[config.mk]
export PLATFORM = sky130hd
export DESIGN_NAME = single_wire_config_port
export DESIGN_NICKNAME = d
export VERILOG_FILES = /design/src/hdl/slot_timer.v /design/src/hdl/single_wire_config_port.v
export VERILOG_INCLUDE_DIRS = /design/src /design/src/hdl
export SDC_FILE = /design/constraint.sdc
export NUM_CORES = 1
export LEC_CHECK = 0
export ABC_AREA = 1
export CAP_MARGIN = 20
export CORE_MARGIN = 10
export CORE_UTILIZATION = 26
export CTS_CLUSTER_DIAMETER = 80
export DETAILED_ROUTE_END_ITERATION = 16
export DONT_BUFFER_PORTS = 1
export PLACE_DENSITY_LB_ADDON = 0.25
export SKIP_LAST_GASP = 1
export SLEW_MARGIN = 20
export SYNTH_ARGS = -nofsm -noshare
export SYNTH_HDL_FRONTEND = slang
export SYNTH_SLANG_ARGS = --single-unit
export TNS_END_PERCENT = 5
[constraint.sdc]
create_clock -name clk -period 3.9 [get_ports clk]
set_clock_uncertainty 0.15 [all_clocks]
set_input_delay 0.78 -clock clk [delete_from_list [all_inputs] [get_ports clk]]
set_output_delay 0.78 -clock clk [all_outputs]
set_load 0.03 [all_outputs]
[src/hdl/wire_cfg_defines.vh]
// Shared constants for the single-wire configuration port.
// Assumes a 50 MHz system clock; times are in ns and counts derive from them.
`ifndef WIRE_CFG_DEFINES_VH
`define WIRE_CFG_DEFINES_VH

// Clock period in ns.
`define CLK_PERIOD_NS       20
// Function command codes.
`define CMD_WRITE_NDIV      8'h01
`define CMD_READ_NDIV       8'hA1
`define CMD_WRITE_OPTION    8'h02
`define CMD_READ_OPTION     8'hA2
// Field widths.
`define CMD_BITS            8
`define DATA_BITS           9
// Register reset values.
`define NDIV_RESET          9'h000
`define OPTION_RESET        9'h034
// Option register field positions.
`define OPT_N_COUNT_BYPASS  0
`define OPT_PRESCALER_SKIP  3
// Least low time that counts as a master reset pulse, in ns. It must stay
// well above the longest write-zero low time, which outlasts the slot delay.
`define RESET_MIN_NS        480000
`define RESET_MIN_CYC       ((`RESET_MIN_NS + `CLK_PERIOD_NS - 1) / `CLK_PERIOD_NS)
// Wait after the reset pulse ends before presence, in ns.
`define PRES_WAIT_NS        30000
`define PRES_WAIT_CYC       (`PRES_WAIT_NS / `CLK_PERIOD_NS)
// Length of the presence pulse, in ns.
`define PRES_LEN_NS         120000
`define PRES_LEN_CYC        (`PRES_LEN_NS / `CLK_PERIOD_NS)
// Internal slot delay: sampling point and read-zero hold time, in ns.
`define SLOT_DELAY_NS       30000
`define SLOT_DELAY_CYC      (`SLOT_DELAY_NS / `CLK_PERIOD_NS)

`endif

[src/hdl/slot_timer.v]
// Down-counter that measures one delay from a start pulse.
// Assumes start is a one-cycle pulse synchronous to clk.
`timescale 1ns/1ps
`default_nettype none

module slot_timer #(
  parameter WIDTH = 16
) (
  // Clock and reset.
  input  wire             clk,
  input  wire             rst_n,
  // Control.
  input  wire             start,
  input  wire [WIDTH-1:0] length,
  // Status.
  output reg              busy,
  output reg              done
);

  // Remaining cycles of the running delay.
  reg [WIDTH-1:0] remain;

  // Load on start; a restart simply reloads, so a late edge extends the delay.
  always @(posedge clk) begin
    if (!rst_n) begin
      remain <= {WIDTH{1'b0}};
      busy   <= 1'b0;
      done   <= 1'b0;
    end else if (start) begin
      remain <= length;
      busy   <= 1'b1;
      done   <= 1'b0;
    end else if (busy && remain <= {{(WIDTH-1){1'b0}}, 1'b1}) begin
      busy   <= 1'b0;
      done   <= 1'b1;
    end else begin
      remain <= busy ? remain - {{(WIDTH-1){1'b0}}, 1'b1} : remain;
      done   <= 1'b0;
    end
  end

endmodule // slot_timer

`default_nettype wire

[src/hdl/single_wire_config_port.v]
// Single-wire configuration port: two 9-bit setting registers behind one
// open-drain data line. Assumes line_in is already synchronous to clk.
`timescale 1ns/1ps
`default_nettype none
`include "wire_cfg_defines.vh"

module single_wire_config_port #(
  parameter RESET_MIN_CYC = `RESET_MIN_CYC,
  parameter PRES_WAIT_CYC = `PRES_WAIT_CYC,
  parameter PRES_LEN_CYC  = `PRES_LEN_CYC,
  parameter SLOT_CYC      = `SLOT_DELAY_CYC
) (
  // Clock and reset.
  input  wire       clk,
  input  wire       rst_n,
  // Open-drain data line.
  input  wire       line_in,
  output reg        line_out,
  output reg        line_oe,
  // Register contents for the divider datapath.
  output reg  [8:0] n_divisor_setting,
  output reg  [8:0] option_setting,
  // Status.
  output reg        write_done,
  output reg        bad_command
);

  // One-hot states.
  localparam [5:0] ST_IDLE  = 6'h01;
  localparam [5:0] ST_WAIT  = 6'h02;
  localparam [5:0] ST_PRES  = 6'h04;
  localparam [5:0] ST_CMD   = 6'h08;
  localparam [5:0] ST_DATA  = 6'h10;
  localparam [5:0] ST_DONE  = 6'h20;

  // Last bit index of each field, kept 32 bits wide and sliced where compared.
  localparam [31:0] CMD_LAST_W  = `CMD_BITS - 1;
  localparam [31:0] DATA_LAST_W = `DATA_BITS - 1;

  reg  [5:0]  state;          // Current state.
  reg         line_q;         // Line level one cycle ago.
  reg  [15:0] low_cnt;        // Length of the current low period.
  reg  [17:0] wait_cnt;       // Presence wait and pulse timer.
  reg  [3:0]  bit_cnt;        // Bits moved in the current field.
  reg  [7:0]  cmd;            // Command shift register.
  reg  [8:0]  data;           // Data shift register.
  reg         read_dir;       // Data phase sends to the master.
  reg         sel_option;     // Data phase targets the option register.
  wire        fall;           // Falling edge of the line.
  wire        rise;           // Rising edge of the line.
  wire        slot_busy;      // Slot delay running.
  wire        slot_done;      // Slot delay expired.
  wire        reset_seen;     // Low long enough to be a reset pulse.
  reg         slot_go;        // Starts the slot delay.
  reg  [8:0]  next_data;      // Data register after a sampled bit.

  assign fall       = line_q & ~line_in;
  assign rise       = ~line_q & line_in;
  assign reset_seen = rise && (low_cnt >= RESET_MIN_CYC[15:0]);

  // The slot delay only runs inside the command and data phases.
  always @* begin
    slot_go = fall && (state == ST_CMD || state == ST_DATA);
  end

  // The sampled bit enters at the top so nine bits land lsb first.
  always @* begin
    next_data = {line_in, data[8:1]};
  end

  // Delay circuit shared by write sampling and read-zero hold.
  slot_timer #(
    .WIDTH (16)
  ) u_slot_timer (
    .clk    (clk),
    .rst_n  (rst_n),
    .start  (slot_go),
    .length (SLOT_CYC[15:0]),
    .busy   (slot_busy),
    .done   (slot_done)
  );

  // Edge detector and low-period counter; a long low aborts any transaction.
  always @(posedge clk) begin
    if (!rst_n) begin
      line_q  <= 1'b1;
      low_cnt <= 16'h0000;
    end else begin
      line_q  <= line_in;
      // The device's own presence or read-zero drive never counts as a
      // master reset pulse, or the end of presence would restart the link.
      if (line_in || line_oe)
        low_cnt <= 16'h0000;
      else if (low_cnt != 16'hFFFF)
        low_cnt <= low_cnt + 16'h0001;
    end
  end

  // Transaction sequencer.
  always @(posedge clk) begin
    if (!rst_n) begin
      state             <= ST_IDLE;
      wait_cnt          <= 18'h00000;
      bit_cnt           <= 4'h0;
      cmd               <= 8'h00;
      data              <= 9'h000;
      read_dir          <= 1'b0;
      sel_option        <= 1'b0;
      line_out          <= 1'b0;
      line_oe           <= 1'b0;
      n_divisor_setting <= `NDIV_RESET;
      option_setting    <= `OPTION_RESET;
      write_done        <= 1'b0;
      bad_command       <= 1'b0;
    end else begin
      write_done <= 1'b0;
      line_out   <= 1'b0;
      if (reset_seen && state != ST_PRES) begin
        state    <= ST_WAIT;
        wait_cnt <= 18'h00000;
        line_oe  <= 1'b0;
      end else begin
        case (state)
          ST_IDLE: begin
            line_oe <= 1'b0;
          end
          ST_WAIT: begin
            if (wait_cnt >= PRES_WAIT_CYC[17:0] - 18'h00001) begin
              state    <= ST_PRES;
              wait_cnt <= 18'h00000;
              line_oe  <= 1'b1;
            end else begin
              wait_cnt <= wait_cnt + 18'h00001;
            end
          end
          ST_PRES: begin
            if (wait_cnt >= PRES_LEN_CYC[17:0] - 18'h00001) begin
              state       <= ST_CMD;
              line_oe     <= 1'b0;
              bit_cnt     <= 4'h0;
              bad_command <= 1'b0;
            end else begin
              wait_cnt <= wait_cnt + 18'h00001;
            end
          end
          ST_CMD: begin
            if (slot_done) begin
              cmd     <= {line_in, cmd[7:1]};
              bit_cnt <= bit_cnt + 4'h1;
              if (bit_cnt == CMD_LAST_W[3:0]) begin
                bit_cnt <= 4'h0;
                case ({line_in, cmd[7:1]})
                  `CMD_WRITE_NDIV: begin
                    state      <= ST_DATA;
                    read_dir   <= 1'b0;
                    sel_option <= 1'b0;
                  end
                  `CMD_READ_NDIV: begin
                    state      <= ST_DATA;
                    read_dir   <= 1'b1;
                    sel_option <= 1'b0;
                    data       <= n_divisor_setting;
                  end
                  `CMD_WRITE_OPTION: begin
                    state      <= ST_DATA;
                    read_dir   <= 1'b0;
                    sel_option <= 1'b1;
                  end
                  `CMD_READ_OPTION: begin
                    state      <= ST_DATA;
                    read_dir   <= 1'b1;
                    sel_option <= 1'b1;
                    data       <= option_setting;
                  end
                  default: begin
                    // Unknown codes are ignored until the next reset.
                    state       <= ST_DONE;
                    bad_command <= 1'b1;
                  end
                endcase
              end
            end
          end
          ST_DATA: begin
            if (read_dir) begin
              line_oe <= (slot_go || slot_busy) && !slot_done && !data[0];
              if (slot_done) begin
                line_oe <= 1'b0;
                data    <= {1'b0, data[8:1]};
                bit_cnt <= bit_cnt + 4'h1;
                if (bit_cnt == DATA_LAST_W[3:0])
                  state <= ST_DONE;
              end
            end else if (slot_done) begin
              data    <= next_data;
              bit_cnt <= bit_cnt + 4'h1;
              if (bit_cnt == DATA_LAST_W[3:0]) begin
                state      <= ST_DONE;
                write_done <= 1'b1;
                if (sel_option)
                  option_setting    <= next_data;
                else
                  n_divisor_setting <= next_data;
              end
            end
          end
          ST_DONE: begin
            line_oe <= 1'b0;
          end
          default: begin
            state   <= ST_IDLE;
            line_oe <= 1'b0;
          end
        endcase
      end
    end
  end

endmodule // single_wire_config_port

`default_nettype wire

; Yosys cells after proc, flatten, opt, wreduce, memory -nomap -nowiden
; Index checks and enable logic that the tools add are counted.
[classes]
n_addsub = 4
n_mul = 0
div = 0
n_lt_le_gt_ge = 4
n_eq_ne = 32
n_shift = 0
n_mux = 42
bitwise = 13
n_reduce_logical = 43
[op_table]
columns = cell, count
row1 = 9-bit 2-to-1 mux, 5
row2 = 6-bit 2-to-1 mux, 7
row3 = 18-bit 2-to-1 mux, 2
row4 = 18-bit one-hot mux with 2 select lines, 1
row5 = 9-bit one-hot mux with 2 select lines, 2
row6 = 11-bit 2-to-1 mux, 3
row7 = 6-bit one-hot mux with 5 select lines, 1
row8 = 6-bit AND reduction, 4
row9 = "18-bit by 1-bit adder with 18-bit output, second input constant", 1
row10 = "18-bit by 11-bit >= comparator with 1-bit output, second input constant", 1
row11 = "18-bit by 13-bit >= comparator with 1-bit output, second input constant", 1
row12 = "16-bit by 1-bit adder with 16-bit output, second input constant", 1
row13 = "8-bit equality test, second input constant", 2
row14 = "16-bit by 15-bit >= comparator with 1-bit output, second input constant", 1
row15 = "16-bit by 1-bit <= comparator with 1-bit output, second input constant", 1
row16 = 4-bit 2-to-1 mux, 4
row17 = "16-bit inequality test, second input constant", 1
row18 = 2-bit OR reduction, 8
row19 = "16-bit by 1-bit subtractor with 16-bit output, second input constant", 1
row20 = "3-bit by 1-bit inequality test with 1-bit output, second input constant", 5
row21 = 5-bit AND reduction, 3
row22 = 7-bit AND reduction, 2
row23 = 2-bit nonzero test, 7
row24 = "2-bit inequality test, second input constant", 6
row25 = other kinds (30), 68
[word_totals]
regBits = 103
latchBits = 0
ram_bits = 0
romBits = 0
inputBits = 3
output_inout_bits = 22
word_cells = 157
mem_count = 0

; Logic depth before layout (Yosys ltp)
[depth]
ltp_word = 9
ltp_mapped = 14

; Hierarchy
; Synthesis repeated with hierarchy kept, for this count alone.
[unflattened]
cells_unflattened = 877
hier_area_um2 = 5801.8
[by_module_without_submodules]
columns = mod, n_inst, cells_each, area_per_inst_um2, seq_area_each_um2
row1 = single_wire_config_port, 1, 658, 4466.8, 1681.6
row2 = slot_timer, 1, 219, 1335.0, 360.3

; Least setup slack after synthesis
; Ideal clock, no wire load.
[synth_path]
path_kind = input port to flip-flop
startpoint = input line_in
endpoint = register data[4]
setup_time_ns = 0.113
arrival_ns = 1.844
required_time_ns = 3.637
path_slack_ns = 1.793
path_stages = 11
n_path_buf = 2
path_cell_list = buf_4 -> nand2_1 -> nor2_2 -> nand3_1 -> nand2_1 -> nand3_2 -> nor2_8 -> buf_6 -> nand2_1 -> nand2_1 -> nor2_1
[synth_via]
elab_chain_len = 5
elab_cells_between_ends = 12
classes_between = eq/ne: 3 / mux: 4 / bitwise: 2 / reduce/logical: 3
[synth_rtl]
columns = element, line_no
row1 = start: declaration, single_wire_config_port.v:17  ; input wire line_in,
row2 = 8-bit equality test or 1-bit AND (tied branches), "single_wire_config_port.v:152, single_wire_config_port.v:58"
row3 = 9-bit one-hot mux with 2 select lines or 1-bit logical AND (tied branches), "single_wire_config_port.v:152, single_wire_config_port.v:59"
row4 = 9-bit 2-to-1 mux or 1-bit logical AND (tied branches), "single_wire_config_port.v:150, single_wire_config_port.v:118"
row5 = 9-bit 2-to-1 mux or 1-bit inverter (tied branches), --
row6 = 9-bit one-hot mux with 2 select lines or 6-bit AND reduction (tied branches), --
row7 = end signal: assignment, single_wire_config_port.v:162  ; data <= n_divisor_setting;
row8 = end signal: assignment, single_wire_config_port.v:173  ; data <= option_setting;
row9 = end signal: assignment, single_wire_config_port.v:189  ; data <= {1'b0, data[8:1]};
row10 = end: declaration, single_wire_config_port.v:46  ; reg [8:0] data;
; Several ways; a longest one is shown, not always the timed one. The select of a mux whose other input is x is not followed.
; A chain may end at the register's enable or synchronous reset.

; Final worst setup path
[layout_path]
startpoint = register wait_cnt[0]
endpoint = register wait_cnt[1]
[layout_via]
elab_chain_len = 3
elab_cells_between_ends = 8
classes_between = add/sub: 1 / order compare: 2 / eq/ne: 1 / mux: 3 / reduce/logical: 1
[layout_rtl]
columns = element, line_no
row1 = start: declaration, single_wire_config_port.v:43  ; reg [17:0] wait_cnt;
row2 = start signal: assignment, single_wire_config_port.v:133  ; wait_cnt <= wait_cnt + 18'h00001;
row3 = start signal: assignment, single_wire_config_port.v:143  ; wait_cnt <= wait_cnt + 18'h00001;
row4 = "18-bit by 1-bit adder with 18-bit output, or another cell as far along", "single_wire_config_port.v:133, single_wire_config_port.v:143"
row5 = "18-bit 2-to-1 mux, or another cell as far along", single_wire_config_port.v:137  ; if (wait_cnt >= PRES_LEN_CYC[17:0] - 18'h00001) begin
row6 = 18-bit one-hot mux with 2 select lines or 2-bit AND reduction (tied branches), --
; Several ways; a longest one is shown, not always the timed one. The select of a mux whose other input is x is not followed.

==> results.sh <==
export IMPL_outcome="finished, final reports clean"
export IMPL_worstPathMaxFanout=22
export IMPL_ir_drop_mv=0.1735
export IMPL_final_period_utilization=0.6514
export IMPL_fillers=2335
export IMPL_postRouteAntennaNets=0
export IMPL_p_seq_frac=0.473
export IMPL_instances_no_fill=1126
export IMPL_cts_tree="built"
export IMPL_core_area_um2=21090
export IMPL_endpoint_kind="register"
export IMPL_n_antenna_cell=0
export IMPL_post_cts_resize_count=0
export IMPL_placed_cell_area_um2=5797
export IMPL_switching_share=0.3046
export IMPL_final_common_cell="nand2_1"
export IMPL_synthArstFlopShare=0
export IMPL_start_util=0.2655
export IMPL_gp_congestion=0.7959
export IMPL_synth_nets=870
export IMPL_maxCapViolations=0
export IMPL_num_vias=5061
export IMPL_dp_cells=1110
export IMPL_grt_overflow=0
export IMPL_yosys_warnings=0
export IMPL_hold_buffers=0
export IMPL_clock_power_share=0.374
export IMPL_design_area_um2=6080
export IMPL_synth_cells=860
export IMPL_critPathKind="register to register"
export IMPL_synth_edff_count=0
export IMPL_synth_avg_cell_area_um2=6.509
export IMPL_drive_gt1_frac=0.05170
export IMPL_setup_viol=0
export IMPL_power_leakage_nw=2.779
export IMPL_wirelength_mm=13.83
export IMPL_required_ns=3.97
export IMPL_route_detailed_drc=0
export IMPL_hpwl_mm=9.999
export IMPL_yosys_area_top_type="dfxtp_1"
export IMPL_fmax_mhz=393.6
export IMPL_arrival_ns=2.61
export IMPL_cts_buffer_depth=2
export IMPL_grt_pass1_wl_mm=23.71
export IMPL_final_nets=856
export IMPL_ios=25
export IMPL_yosysSeqAreaShare=0.3648
export IMPL_grt_pass1_vias=4707
export IMPL_synth_flop_cell="dfxtp_1"
export IMPL_grt_max_degree=41
export IMPL_clkSinkCount=102
export IMPL_drv_slew=0
export IMPL_final_util=0.2883
export IMPL_wire_per_inst_um=12.28
export IMPL_start_kind="register"
export IMPL_pwr_share_comb=0.153
export IMPL_first_iter_violations=324
export IMPL_area_growth_pct=8.605
export IMPL_clkTransAtPathRegs_ns=0.07
export IMPL_ys_ff_latch=102
export IMPL_rsz0062_at_grt="no"
export IMPL_first_pass_iters=4
export IMPL_layout_common_cells="236 x nand2_1, 143 x nor2_1, 102 x dfxtp_1, 89 x inv_1, 71 x nand3_1"
export IMPL_cellPowerDensity_nw_per_um2=386.1
export IMPL_yosys_area_top_type_share=0.3648
export IMPL_tns_ns=0
export IMPL_cts_buffers=9
export IMPL_tightest_slew_ns=0.6396
export IMPL_grt_use_total=0.1001
export IMPL_row_count=53
export IMPL_fp_dieArea_um2=27800
export IMPL_finalCriticalPeriod_ns=2.540
export IMPL_antenna_found_initial=0
export IMPL_clk_latency_ns=0.35
export IMPL_ys_top_cells_by_area="dfxtp_1 36%, nand2_1 16%, nor2_1 9.6%, nand3_1 6.3%, inv_1 6.0%"
export IMPL_htreeDepth=3
export IMPL_synth_area_um2=5598
export IMPL_ys_types=35
export IMPL_p_sw_mw=0.7150
export IMPL_portBuffers=0
export IMPL_die_h_um=166.7
export IMPL_hold_path_class="register to register"
export IMPL_vias_per_cell=4.495
export IMPL_die_x_um=166.7
export IMPL_hold_violations=0
export IMPL_intPower_mw=1.632
export IMPL_clock_root_buffer="clkbuf_16"
export IMPL_maxSlewHeadroom=0.5732
export IMPL_post_cts_setup_buffers=0
export IMPL_power_mw=2.347
## cells in the mapped netlist (8+ instances only)
cell and count:
nor2_1 143, nor3_1 11, dfxtp_1 102, nand4_1 28
inv_1 89, nand3_1 71, buf_2 8, xor2_1 22
nand2_1 236, a21oi_1 49, o21ai_0 24
## metrics by stage
step / worst slack, ns / hold slack, ns
final: 1.360 / 0.3247
after CTS: 1.288 / 0.3270
after floorplan: 1.793 / 0.3054
after detailed placement: 1.342 / 0.3163
after global routing: 1.115 / 0.3337
after global placement: 1.400 / 0.3172
## flip-flops by register name, indices dropped and copies added (netlist names)
name                 flops
u_slot_timer.remain     16
write_done               1
read_dir                 1
n_divisor_setting        9
bit_cnt                  4
sel_option               1
wait_cnt                18
u_slot_timer.busy        1
line_q                   1
low_cnt                 16
u_slot_timer.done        1
data                     9
option_setting           9
bad_command              1
cmd                      7
state                    6
line_oe                  1
## critical path, cell delays in order (launching register included)
cell and delay (ns):
dfxtp_1 0.38, ha_1 0.36, nand3_1 0.16, nand2_1 0.09, nand2_1 0.05, nand2_1 0.06, nand2_1 0.05, nand2_1 0.05
buf_4 0.25, nand2_1 0.43, o21ai_0 0.30, a21oi_1 0.06
## path summary, 6_finish.rpt
kind	from	end	slack [ns]	depth (start not counted)
worst max-delay path	wait_cnt[0]$_SDFFE_PP0P_	wait_cnt[1]$_SDFFE_PP0P_	1.36	11
worst min-delay path	wait_cnt[14]$_SDFFE_PP0P_	wait_cnt[14]$_SDFFE_PP0P_	0.32	1
worst max register to register	wait_cnt[0]$_SDFFE_PP0P_	wait_cnt[1]$_SDFFE_PP0P_	1.36	11
worst min register to register	wait_cnt[14]$_SDFFE_PP0P_	wait_cnt[14]$_SDFFE_PP0P_	0.32	1
## logic make-up after synthesis
| kind of cell | count (synthesis) | share of synthesized area |
|---|---|---|
| AND/OR/NAND/NOR | 521 | 0.4090 |
| buffers and inverters | 119 | 0.08963 |
| flip-flops | 102 | 0.3648 |
| AO/OA/AOI/OAI | 83 | 0.07801 |
| XOR/XNOR | 27 | 0.04224 |
| adder cells (fa/ha/maj) | 7 | 0.01565 |
| other | 1 | 0.0006699 |
## power by group through the flow
| stage | clock (mW) | combinational (mW) | sequential [mW] |
|---|---|---|---|
| detailed placement | 0 | 0.362 | 1.13 |
| finish | 0.878 | 0.360 | 1.11 |
| global placement | 0 | 0.368 | 1.13 |
| floorplan | 0 | 0.307 | 1.13 |
| global route | 0.961 | 0.417 | 1.11 |
| CTS | 0.918 | 0.364 | 1.11 |
## cell type report
type                            count  area, um^2  area share
Multi-Input combinational cell    639        3054      0.5024
Timing Repair Buffer                1       7.507    0.001235
Sequential cell                   102        2042      0.3359
Clock inverter                      7       57.56    0.009467
Inverter                           93       349.1     0.05742
Tap cell                          275       344.1     0.05660
Clock buffer                        9       225.2     0.03704
## layer usage
layer  routed length (um)  GRT usage  vias to the layer above
li1                     -          -                     2716
met3                  710    0.03012                       16
met4                  221    0.03322                        0
met5                    0          0                        -
met1                 6685     0.1289                     2250
met2                 6213     0.1555                       79
(Power assumes the default switching activity.)
